`src/rtl/scp_pkg.sv`:
```
package scp_pkg;

	typedef enum logic [1:0] {SCP_PAT_SEPARATE, SCP_PAT_PULSE_DIR, SCP_PAT_QUADRATURE} scp_pattern_e;
	typedef enum logic [1:0] {SCP_MUL_X1, SCP_MUL_X2, SCP_MUL_X4} scp_mult_e;
	typedef enum logic [1:0] {SCP_MODE_POSITION, SCP_MODE_SPEED, SCP_MODE_TORQUE} scp_mode_e;

	localparam int unsigned SCP_POS_W = 32;
	localparam int unsigned SCP_VOLT_W = 16;
	localparam int unsigned SCP_FACT_W = 16;
	localparam int unsigned SCP_OUT_W = 24;
	localparam int unsigned SCP_PROD_W = SCP_VOLT_W + SCP_FACT_W + 1;

	typedef logic signed [SCP_POS_W-1:0] scp_pos_t;
	typedef logic signed [SCP_VOLT_W-1:0] scp_volt_t;
	typedef logic [SCP_FACT_W-1:0] scp_fact_t;
	typedef logic signed [SCP_OUT_W-1:0] scp_out_t;
	typedef logic signed [SCP_PROD_W-1:0] scp_prod_t;

	// Channel indices on the pulse carrier.
	localparam int unsigned SCP_FWD = 0;
	localparam int unsigned SCP_REV = 1;

	// Command voltages are in millivolts; full scale is 10.0 V.
	localparam scp_prod_t SCP_FULL_SCALE_MV = 33'sh2710;

	// Idle optocoupler state is off, which reads as logic one.
	localparam logic [1:0] SCP_IDLE_LEVEL = 2'h3;
	localparam scp_pos_t SCP_POS_RESET = 32'sh0;
	localparam scp_out_t SCP_OUT_RESET = 24'sh0;
	localparam scp_pos_t SCP_POS_STEP = 32'sh1;

	localparam int unsigned SCP_CLK_PERIOD_NS = 10;
	localparam int unsigned SCP_DIR_SETUP_NS = 400;
	localparam int unsigned SCP_AGE_W = 6;
	localparam logic [SCP_AGE_W-1:0] SCP_DIR_SETUP_CYCLES =
		SCP_AGE_W'((SCP_DIR_SETUP_NS + SCP_CLK_PERIOD_NS - 1) / SCP_CLK_PERIOD_NS);
	localparam logic [SCP_AGE_W-1:0] SCP_AGE_ONE = 6'h1;

endpackage

```
`src/rtl/scp_pulse_if.sv`:
```
`timescale 1ns/1ps
`default_nettype none

interface scp_pulse_if;
	logic [1:0] level;
	logic [1:0] rise;
	logic [1:0] fall;

	modport src
	(
		output level,
		output rise,
		output fall
	);

	modport dst
	(
		input level,
		input rise,
		input fall
	);
endinterface

`default_nettype wire

```
`src/rtl/scp_command_input.sv`:
```
// Notes on behaviour
// - Three selectable position command pulse patterns.
// - Separate trains: forward port up, reverse down.
// - Pulse inputs are negative logic.
// - Separate trains: idle port on blocks pulses.
// - Pulse plus direction: reverse port gives direction.
// - Quadrature: forward leading means forward movement.
// - Quadrature: reverse leading means reverse movement.
// - Quadrature count multiplied by one, two or four.
// - Position mode discards pulses while inhibit asserted.
// - Speed target is voltage times factor per 10V.
// - Speed direction from sign and run permits.
// - Torque target is voltage times factor per 10V.
// - Torque direction from sign and torque selects.
`timescale 1ns/1ps
`default_nettype none

module scp_command_input
(
	input wire logic clk,
	input wire logic rst_b,
	input wire logic forwardPulsePort,
	input wire logic reversePulsePort,
	input wire scp_pkg::scp_pattern_e pulsePatternParam,
	input wire scp_pkg::scp_mult_e quadratureMultiplierParam,
	input wire scp_pkg::scp_mode_e controlModeSelectInput,
	input wire logic pulseInhibit,
	input wire scp_pkg::scp_volt_t speedCommandVoltage,
	input wire scp_pkg::scp_fact_t speedInputFactor,
	input wire logic forwardRunPermit,
	input wire logic reverseRunPermit,
	input wire scp_pkg::scp_volt_t torqueCommandVoltage,
	input wire scp_pkg::scp_fact_t torqueInputFactor,
	input wire logic forwardTorqueSelect,
	input wire logic reverseTorqueSelect,
	output scp_pkg::scp_pos_t positionCommand,
	output logic positionStep,
	output logic positionForward,
	output logic directionSetupViolation,
	output scp_pkg::scp_out_t speedTarget,
	output scp_pkg::scp_out_t torqueTarget
);
	import scp_pkg::*;

	// Signed scaling of a millivolt command by a factor, full scale 10.0 V.
	function automatic scp_out_t scaleCommand(input scp_volt_t volt, input scp_fact_t factor);
		scp_prod_t product;
		scp_prod_t quotient;
		product = volt * $signed({1'b0, factor});
		quotient = product / SCP_FULL_SCALE_MV;
		return quotient[SCP_OUT_W-1:0];
	endfunction

	scp_pulse_if pulses();

	scp_input_sync inputSync
	(
		.clk(clk),
		.rst_b(rst_b),
		.forwardPulsePort(forwardPulsePort),
		.reversePulsePort(reversePulsePort),
		.pulses(pulses)
	);

	logic fwdLevel;
	logic revLevel;
	logic fwdRise;
	logic fwdFall;
	logic revRise;
	logic revFall;
	logic fwdEdge;
	logic revEdge;
	logic positionGate;

	assign fwdLevel = pulses.level[SCP_FWD];
	assign revLevel = pulses.level[SCP_REV];
	assign fwdRise = pulses.rise[SCP_FWD];
	assign fwdFall = pulses.fall[SCP_FWD];
	assign revRise = pulses.rise[SCP_REV];
	assign revFall = pulses.fall[SCP_REV];
	assign fwdEdge = fwdRise | fwdFall;
	assign revEdge = revRise | revFall;
	assign positionGate = (controlModeSelectInput == SCP_MODE_POSITION) && !pulseInhibit;

	logic stepHit;
	logic stepUp;
	logic [SCP_AGE_W-1:0] dirAge;
	logic [SCP_AGE_W-1:0] next_dirAge;
	scp_pos_t next_positionCommand;
	logic next_positionStep;
	logic next_positionForward;
	logic next_directionSetupViolation;

	// In the separate and pulse plus direction patterns a pulse is counted when its line leaves the idle (off) state.
	always_comb
	begin
		stepHit = 1'b0;
		stepUp = 1'b0;
		unique case (pulsePatternParam)
			SCP_PAT_SEPARATE:
			begin
				// An idle port held on means the controller is miswired; pulses are dropped.
				if (fwdFall && revLevel)
				begin
					stepHit = 1'b1;
					stepUp = 1'b1;
				end
				else if (revFall && fwdLevel)
				begin
					stepHit = 1'b1;
				end
			end
			SCP_PAT_PULSE_DIR:
			begin
				stepHit = fwdFall;
				stepUp = revLevel;
			end
			SCP_PAT_QUADRATURE:
			begin
				unique case (quadratureMultiplierParam)
					SCP_MUL_X1:
					begin
						stepHit = fwdRise;
						stepUp = !revLevel;
					end
					SCP_MUL_X2:
					begin
						stepHit = fwdEdge;
						stepUp = fwdLevel != revLevel;
					end
					SCP_MUL_X4:
					begin
						// Simultaneous edges on both phases carry no direction and are dropped.
						stepHit = fwdEdge ^ revEdge;
						stepUp = fwdEdge ? (fwdLevel != revLevel) : (revLevel == fwdLevel);
					end
					default:
					begin
						stepHit = 1'b0;
						stepUp = 1'b0;
					end
				endcase
			end
			default:
			begin
				stepHit = 1'b0;
				stepUp = 1'b0;
			end
		endcase
		stepHit = stepHit && positionGate;

		next_positionCommand = positionCommand;
		if (stepHit)
		begin
			next_positionCommand = stepUp ? positionCommand + SCP_POS_STEP : positionCommand - SCP_POS_STEP;
		end
		next_positionStep = stepHit;
		next_positionForward = stepHit ? stepUp : positionForward;

		// Age of the direction level, used to flag a controller that skips its set-up time.
		next_dirAge = dirAge;
		if (revEdge)
		begin
			next_dirAge = '0;
		end
		else if (dirAge != SCP_DIR_SETUP_CYCLES)
		begin
			next_dirAge = dirAge + SCP_AGE_ONE;
		end
		// A direction edge seen in the same cycle as the pulse counts as zero set-up time.
		next_directionSetupViolation = stepHit && (pulsePatternParam == SCP_PAT_PULSE_DIR)
			&& (revEdge || (dirAge < SCP_DIR_SETUP_CYCLES));
	end

	always_ff @(posedge clk or negedge rst_b)
	begin
		if (!rst_b)
		begin
			positionCommand <= SCP_POS_RESET;
			positionStep <= 1'b0;
			positionForward <= 1'b1;
			dirAge <= SCP_DIR_SETUP_CYCLES;
			directionSetupViolation <= 1'b0;
		end
		else
		begin
			positionCommand <= next_positionCommand;
			positionStep <= next_positionStep;
			positionForward <= next_positionForward;
			dirAge <= next_dirAge;
			directionSetupViolation <= next_directionSetupViolation;
		end
	end

	scp_out_t speedScaled;
	scp_out_t torqueScaled;
	scp_out_t next_speedTarget;
	scp_out_t next_torqueTarget;

	// Outside its own mode each target rests at zero so a mode change never inherits a stale demand.
	always_comb
	begin
		speedScaled = scaleCommand(speedCommandVoltage, speedInputFactor);
		torqueScaled = scaleCommand(torqueCommandVoltage, torqueInputFactor);
		next_speedTarget = SCP_OUT_RESET;
		next_torqueTarget = SCP_OUT_RESET;
		if (controlModeSelectInput == SCP_MODE_SPEED)
		begin
			if ((speedCommandVoltage > 0 && forwardRunPermit) || (speedCommandVoltage < 0 && reverseRunPermit))
			begin
				next_speedTarget = speedScaled;
			end
		end
		if (controlModeSelectInput == SCP_MODE_TORQUE)
		begin
			if (forwardTorqueSelect && !reverseTorqueSelect)
			begin
				next_torqueTarget = torqueScaled;
			end
			else if (reverseTorqueSelect && !forwardTorqueSelect)
			begin
				next_torqueTarget = -torqueScaled;
			end
		end
	end

	always_ff @(posedge clk or negedge rst_b)
	begin
		if (!rst_b)
		begin
			speedTarget <= SCP_OUT_RESET;
			torqueTarget <= SCP_OUT_RESET;
		end
		else
		begin
			speedTarget <= next_speedTarget;
			torqueTarget <= next_torqueTarget;
		end
	end
endmodule

`default_nettype wire

```
`src/rtl/scp_input_sync.sv`:
```
`timescale 1ns/1ps
`default_nettype none

module scp_input_sync
(
	input wire logic clk,
	input wire logic rst_b,
	input wire logic forwardPulsePort,
	input wire logic reversePulsePort,
	scp_pulse_if.src pulses
);
	import scp_pkg::*;

	logic [1:0] meta;
	logic [1:0] stable;
	logic [1:0] prior;
	logic [1:0] next_meta;
	logic [1:0] next_stable;
	logic [1:0] next_prior;

	// Pins are negative logic: a high pin means the optocoupler is on, read as zero.
	always_comb
	begin
		next_meta = ~{reversePulsePort, forwardPulsePort};
		next_stable = meta;
		next_prior = stable;
	end

	// Reset to the idle level so that an idle line shows no edge after release.
	always_ff @(posedge clk or negedge rst_b)
	begin
		if (!rst_b)
		begin
			meta <= SCP_IDLE_LEVEL;
			stable <= SCP_IDLE_LEVEL;
			prior <= SCP_IDLE_LEVEL;
		end
		else
		begin
			meta <= next_meta;
			stable <= next_stable;
			prior <= next_prior;
		end
	end

	assign pulses.level = stable;
	assign pulses.rise = stable & ~prior;
	assign pulses.fall = ~stable & prior;
endmodule

`default_nettype wire

```
`config.mk`:
```
export PLATFORM = sky130hd
export DESIGN_NAME = scp_command_input
export DESIGN_NICKNAME = d
export VERILOG_FILES = /design/src/rtl/scp_pkg.sv /design/src/rtl/scp_pulse_if.sv /design/src/rtl/scp_command_input.sv /design/src/rtl/scp_input_sync.sv
export SDC_FILE = /design/constraint.sdc
export NUM_CORES = 2
export LEC_CHECK = 0
export ABC_AREA = 1
export ABC_CLOCK_PERIOD_IN_PS = 14900
export BUFFER_PORTS_ARGS = -buffer_cell sky130_fd_sc_hd__clkbuf_2
export CORE_ASPECT_RATIO = 1.75
export CORE_MARGIN = 1
export CORE_UTILIZATION = 50
export CTS_CLUSTER_DIAMETER = 50
export CTS_CLUSTER_SIZE = 20
export DETAILED_ROUTE_END_ITERATION = 8
export HOLD_SLACK_MARGIN = 0.06
export PLACE_DENSITY = 0.77
export SYNTH_ARGS = -nofsm -noshare
export SYNTH_HDL_FRONTEND = slang
export SYNTH_SLANG_ARGS = --single-unit
```
`constraint.sdc`:
```
create_clock -name clk -period 14.9 [get_ports clk]
set_input_delay 0.745 -clock clk [delete_from_list [all_inputs] [get_ports clk]]
set_output_delay 0.745 -clock clk [all_outputs]
set_load 0.05 [all_outputs]
```
==> results.txt, run 1 <==
outcome = stopped before the end
Failed at = 5_1_grt
Log Error = [ERROR GRT-0232] Routing congestion too high. Check the congestion heatmap in the GUI.
Die X = 222.5 µm
unique cell type count in the Yosys netlist = 78
# port buffers = 161
Yosys top cell area share = 0.1831
worst_ep grt = torqueTarget[20]$_DFF_PN0_/D
DP Wirelength = 116.0 mm
clock buffer depth = 2
EDFF count, synth = 0
worst_ep kind = sequential cell input
ys async rst share = 1.000
Die Ht = 387.8 µm
cells after synthesis = 6579
area of the mapped netlist = 0.04253 mm²
CTS root buffer = clkbuf_16
Row Count = 141
GRT Resource Usage Total = 0.5511
leading area contributor after synthesis = fa_1
global route total overflow = 38
Clock Sinks = 95
IO Pins = 162
GPL Wtd Cong = 0.9982
largest net degree at the start of global routing = 72
sequential element share of the synthesized area = 0.05616
Ys Warns = 0
Starting Density = 0.5044
FF+latch count, synth = 95
most frequent cells after synthesis = nand2_1, inv_1, nand3_1, fa_1, nor2_1
Num CTS Buffers = 9
post-synth net total = 7331
Post-synth top flop = dfrtp_1
top-count cell post-synth = nand2_1
ranking of synthesized cells by area = fa_1, nand2_1, inv_1
Post-Syn Area per Cell = 6.465 µm²
CTS H-Tree Depth = 3
-- metrics by stage --
step	cell area [µm²]	worst slack, ns	std cells	TNS [ns]
floorplan	44450	-5.136	6579	-214.25
global placement	55470	-6.626	9018	-289.96
detailed placement	55470	-7.108	9018	-311.20
CTS	61820	-5.658	9312	-234.06
-- cell families after synthesis --
kind of cell    share of synthesized area
simple gates                       0.4185
buf+inv                            0.1498
fa+ha+maj                          0.2666
compound gates                    0.06033
xor+xnor                          0.04830
flops                             0.05616
mux                             0.0002353
-- metal layers --
metal,track usage,GRT overflow
met5,0.1290,0
met4,0.5684,19
met3,0.3531,1
met2,0.7956,18
met1,0.4999,0
-- what timing repair did --
item                       in CTS
setup buffers                 258
pin swaps                     463
gates resized for setup       921
hold buffers                    0
cloned                         25
setup endpoints to repair      48
==> run 2: changes to the inputs <==
--- a/config.mk
+++ b/config.mk
@@ -8,14 +8,10 @@
 export ABC_AREA = 1
 export ABC_CLOCK_PERIOD_IN_PS = 14900
 export BUFFER_PORTS_ARGS = -buffer_cell sky130_fd_sc_hd__clkbuf_2
-export CORE_ASPECT_RATIO = 1.75
 export CORE_MARGIN = 1
-export CORE_UTILIZATION = 50
-export CTS_CLUSTER_DIAMETER = 50
-export CTS_CLUSTER_SIZE = 20
+export CORE_UTILIZATION = 35
 export DETAILED_ROUTE_END_ITERATION = 8
-export HOLD_SLACK_MARGIN = 0.06
-export PLACE_DENSITY = 0.77
+export PLACE_DENSITY_LB_ADDON = 0.15
 export SYNTH_ARGS = -nofsm -noshare
 export SYNTH_HDL_FRONTEND = slang
 export SYNTH_SLANG_ARGS = --single-unit
==> run 2 against run 1 <==
Net effect: the flow now finishes, with violations (negative setup slack); area after synthesis unchanged; synthesized cell count unchanged.
==> results.txt, run 2 <==
Num CTS Buffers = 9
vias in the first global route = 45.13k
FF+latch count, synth = 95
DRT Wirelength = 129.6 mm
unique cell type count in the Yosys netlist = 78
Fmax = 47.43 MHz
most frequent cells after synthesis = nand2_1, inv_1, nand3_1, fa_1, nor2_1
Wirelength per Cell = 13.03 µm
Clock Sinks = 95
Post-Syn Area per Cell = 6.465 µm²
CTS H-Tree Depth = 3
First DRT Iteration DRCs = 1897
RSZ-0062 raised after global routing = yes
Layout Area Growth over Synthesis = 51.30%
Setup crit end = torqueTarget[15]$_DFF_PN0_
Row Count = 127
GPL Wtd Cong = 0.8912
DR pass1 iterations = 7
initial antenna violation count = 0
post-route setup slack = -6.184 ns
fin crit period = 21.08 ns
CP endpoint kind = flip-flop
critical path startpoint = torqueInputFactor[7]
clock transition at the registers of the reported paths = 0.09 ns
Ys Warns = 0
IO Pins = 162
vias = 45.48k
reg2reg path depth = 42
Clock Skew = 0.01850 ns
most numerous cell on the critical path = nand2_4
layout cell share with drive strength beyond 1 = 0.4388
final max-slew violation count = 0
pre-CTS setup slack = -7.039 ns
cells after synthesis = 6579
Crit Path Class = in -> reg
largest stage delay on the critical path = 0.54 ns
ys async rst share = 1.000
remaining antenna violation count after routing = 0
DP Wirelength = 106.4 mm
CP Data Required Time = 15.24 ns
most frequent cells in the layout = buf_4, nand2_1, inv_1
Die Ht = 350.6 µm
worst path arrival time = 21.43 ns
FF-to-FF End = positionCommand[28]$_DFFE_PN0P_
first-pass GRT wire length = 215.0 mm
setup violators final = 48
top-count cell post-synth = nand2_1
GRT Resource Usage Total = 0.2092
CP Depth = 171
final hold vios = 0
DIE AREA = 0.1229 mm²
Yosys top cell area share = 0.1831
clock buffer depth = 2
# diodes = 0
Post-synth top flop = dfrtp_1
area of the multi-input gates = 0.03956 mm²
CP top delay family = simple AND/OR/NAND/NOR gates
area of the mapped netlist = 0.04253 mm²
hold_buf cts = 0
Finished Layout Cells = 9943
CP Buf/Inv Count = 37
Reg with most FFs = positionCommand
Core Area = 0.1203 mm²
global route total overflow = 0
post-synth net total = 7331
Vias/cell = 4.574
HP Class = in -> async
CP Launch Type = input pin
CTS root buffer = clkbuf_16
Final Cycle Share = 1.415
CTS tree = yes
sequential element share of the synthesized area = 0.05616
ranking of synthesized cells by area = fa_1, nand2_1, inv_1
slowest CP cell = fa_1
Worst R2R Start = inputSync.prior[0]$_DFF_PN1_
drc violations = 0
Die X = 350.6 µm
Final nets = 9078
EDFF count, synth = 0
max-cap violations = 0
clock latency on the worst-skew pair = 0.43 ns
violated checks = negative setup slack
most common cell after layout, fill and taps aside = buf_4
max reg flops = 32
Storage cell area = 0.002389 mm²
Worst Max-Slew Pin Slew = 1.158 ns
leading area contributor after synthesis = fa_1
final-layout fill cell count = 11.74k
# port buffers = 161
Worst slew margin = 0.2280
largest net degree at the start of global routing = 55
outcome = finished with violations
R2R setup slack = 8.36 ns
Largest regs = positionCommand (32), speedTarget (24), torqueTarget (24)
Critical Path Fanout Max = 8
placed insts = 9600
Starting Density = 0.3536
-- run 2: cell counts after synthesis --
No cell type changed its count.
-- run 2: worst min path at each step --
stage | start | endpoint | slack [ns] | depth (start not counted)
after floorplan | inputSync.meta[0]$_DFF_PN1_ | inputSync.pulses.level[0]$_DFF_PN1_ | 0.35 | 0
after detailed placement | inputSync.meta[0]$_DFF_PN1_ | inputSync.pulses.level[0]$_DFF_PN1_ | 0.35 | 0
final | rst_b | positionCommand[14]$_DFFE_PN0P_ | 0.34 | 1
after global placement | inputSync.meta[1]$_DFF_PN1_ | inputSync.pulses.level[1]$_DFF_PN1_ | 0.35 | 0
after CTS | rst_b | positionCommand[14]$_DFFE_PN0P_ | 0.34 | 1
after global routing | inputSync.meta[1]$_DFF_PN1_ | inputSync.pulses.level[1]$_DFF_PN1_ | 0.37 | 0
-- run 2: final cells by class --
class	instances	share of cell area
Tap cell	1612	0.03134
Multi-Input combinational cell	4945	0.6147
Sequential cell	95	0.03712
Inverter	1407	0.08421
Clock buffer	9	0.003500
Timing Repair Buffer	1868	0.2279
Clock inverter	7	0.001264
-- run 2: worst reg2reg max path: cells and delay by family (launching register included) --
kind	cells	cell delay [ns]
AO/OA/AOI/OAI	19	2.96
AND/OR/NAND/NOR	13	1.60
buffers and inverters	8	0.76
adder cells (fa/ha/maj)	2	0.59
flip-flops	1	0.54
-- run 2: metal layers --
| metal | track usage | vias up | wire, µm |
|---|---|---|---|
| met5 | 0 | - | 0 |
| met2 | 0.3710 | 540 | 64220 |
| li1 | - | 23503 | - |
| met4 | 0.03725 | 0 | 1716 |
| met1 | 0.2787 | 21332 | 60320 |
| met3 | 0.01484 | 105 | 3304 |
-- run 2: logic make-up (layout without fill, tap and decap cells) --
kind of cell | Yosys count | count (layout) | share of synthesized area
adder cells (fa/ha/maj) | 673 | 673 | 0.2666
flip-flops | 95 | 95 | 0.05616
AND/OR/NAND/NOR | 3602 | 3628 | 0.4185
buffers and inverters | 1565 | 3291 | 0.1498
AO/OA/AOI/OAI | 420 | 420 | 0.06033
XOR/XNOR | 223 | 223 | 0.04830
multiplexers | 1 | 1 | 0.0002353
-- run 2: stage by stage --
| stage | setup TNS (ns) | hold slack [ns] | area (µm²) | utilization |
|---|---|---|---|---|
| after detailed placement | -308.47 | 0.3479 | 56530 | 0.4700 |
| final | -254.90 | 0.3438 | 64350 | 0.5350 |
| after global placement | -298.91 | 0.3453 | 56530 | 0.4700 |
| after CTS | -245.49 | 0.3392 | 60640 | 0.5041 |
| after global routing | -315.01 | 0.3652 | 64350 | 0.5350 |
| after floorplan | -214.25 | 0.3452 | 44450 | - |
-- run 2: what timing repair did --
item,in CTS,in global routing
pin swaps,284,463
cloned,23,4
endpoints found under the setup margin,48,48
buffers inserted,175,128
gates resized for setup,499,712
Power of run 2 is left out: the tool's default activity adds up to more than one toggle a clock period on the data nets, which glitch-free logic cannot reach.
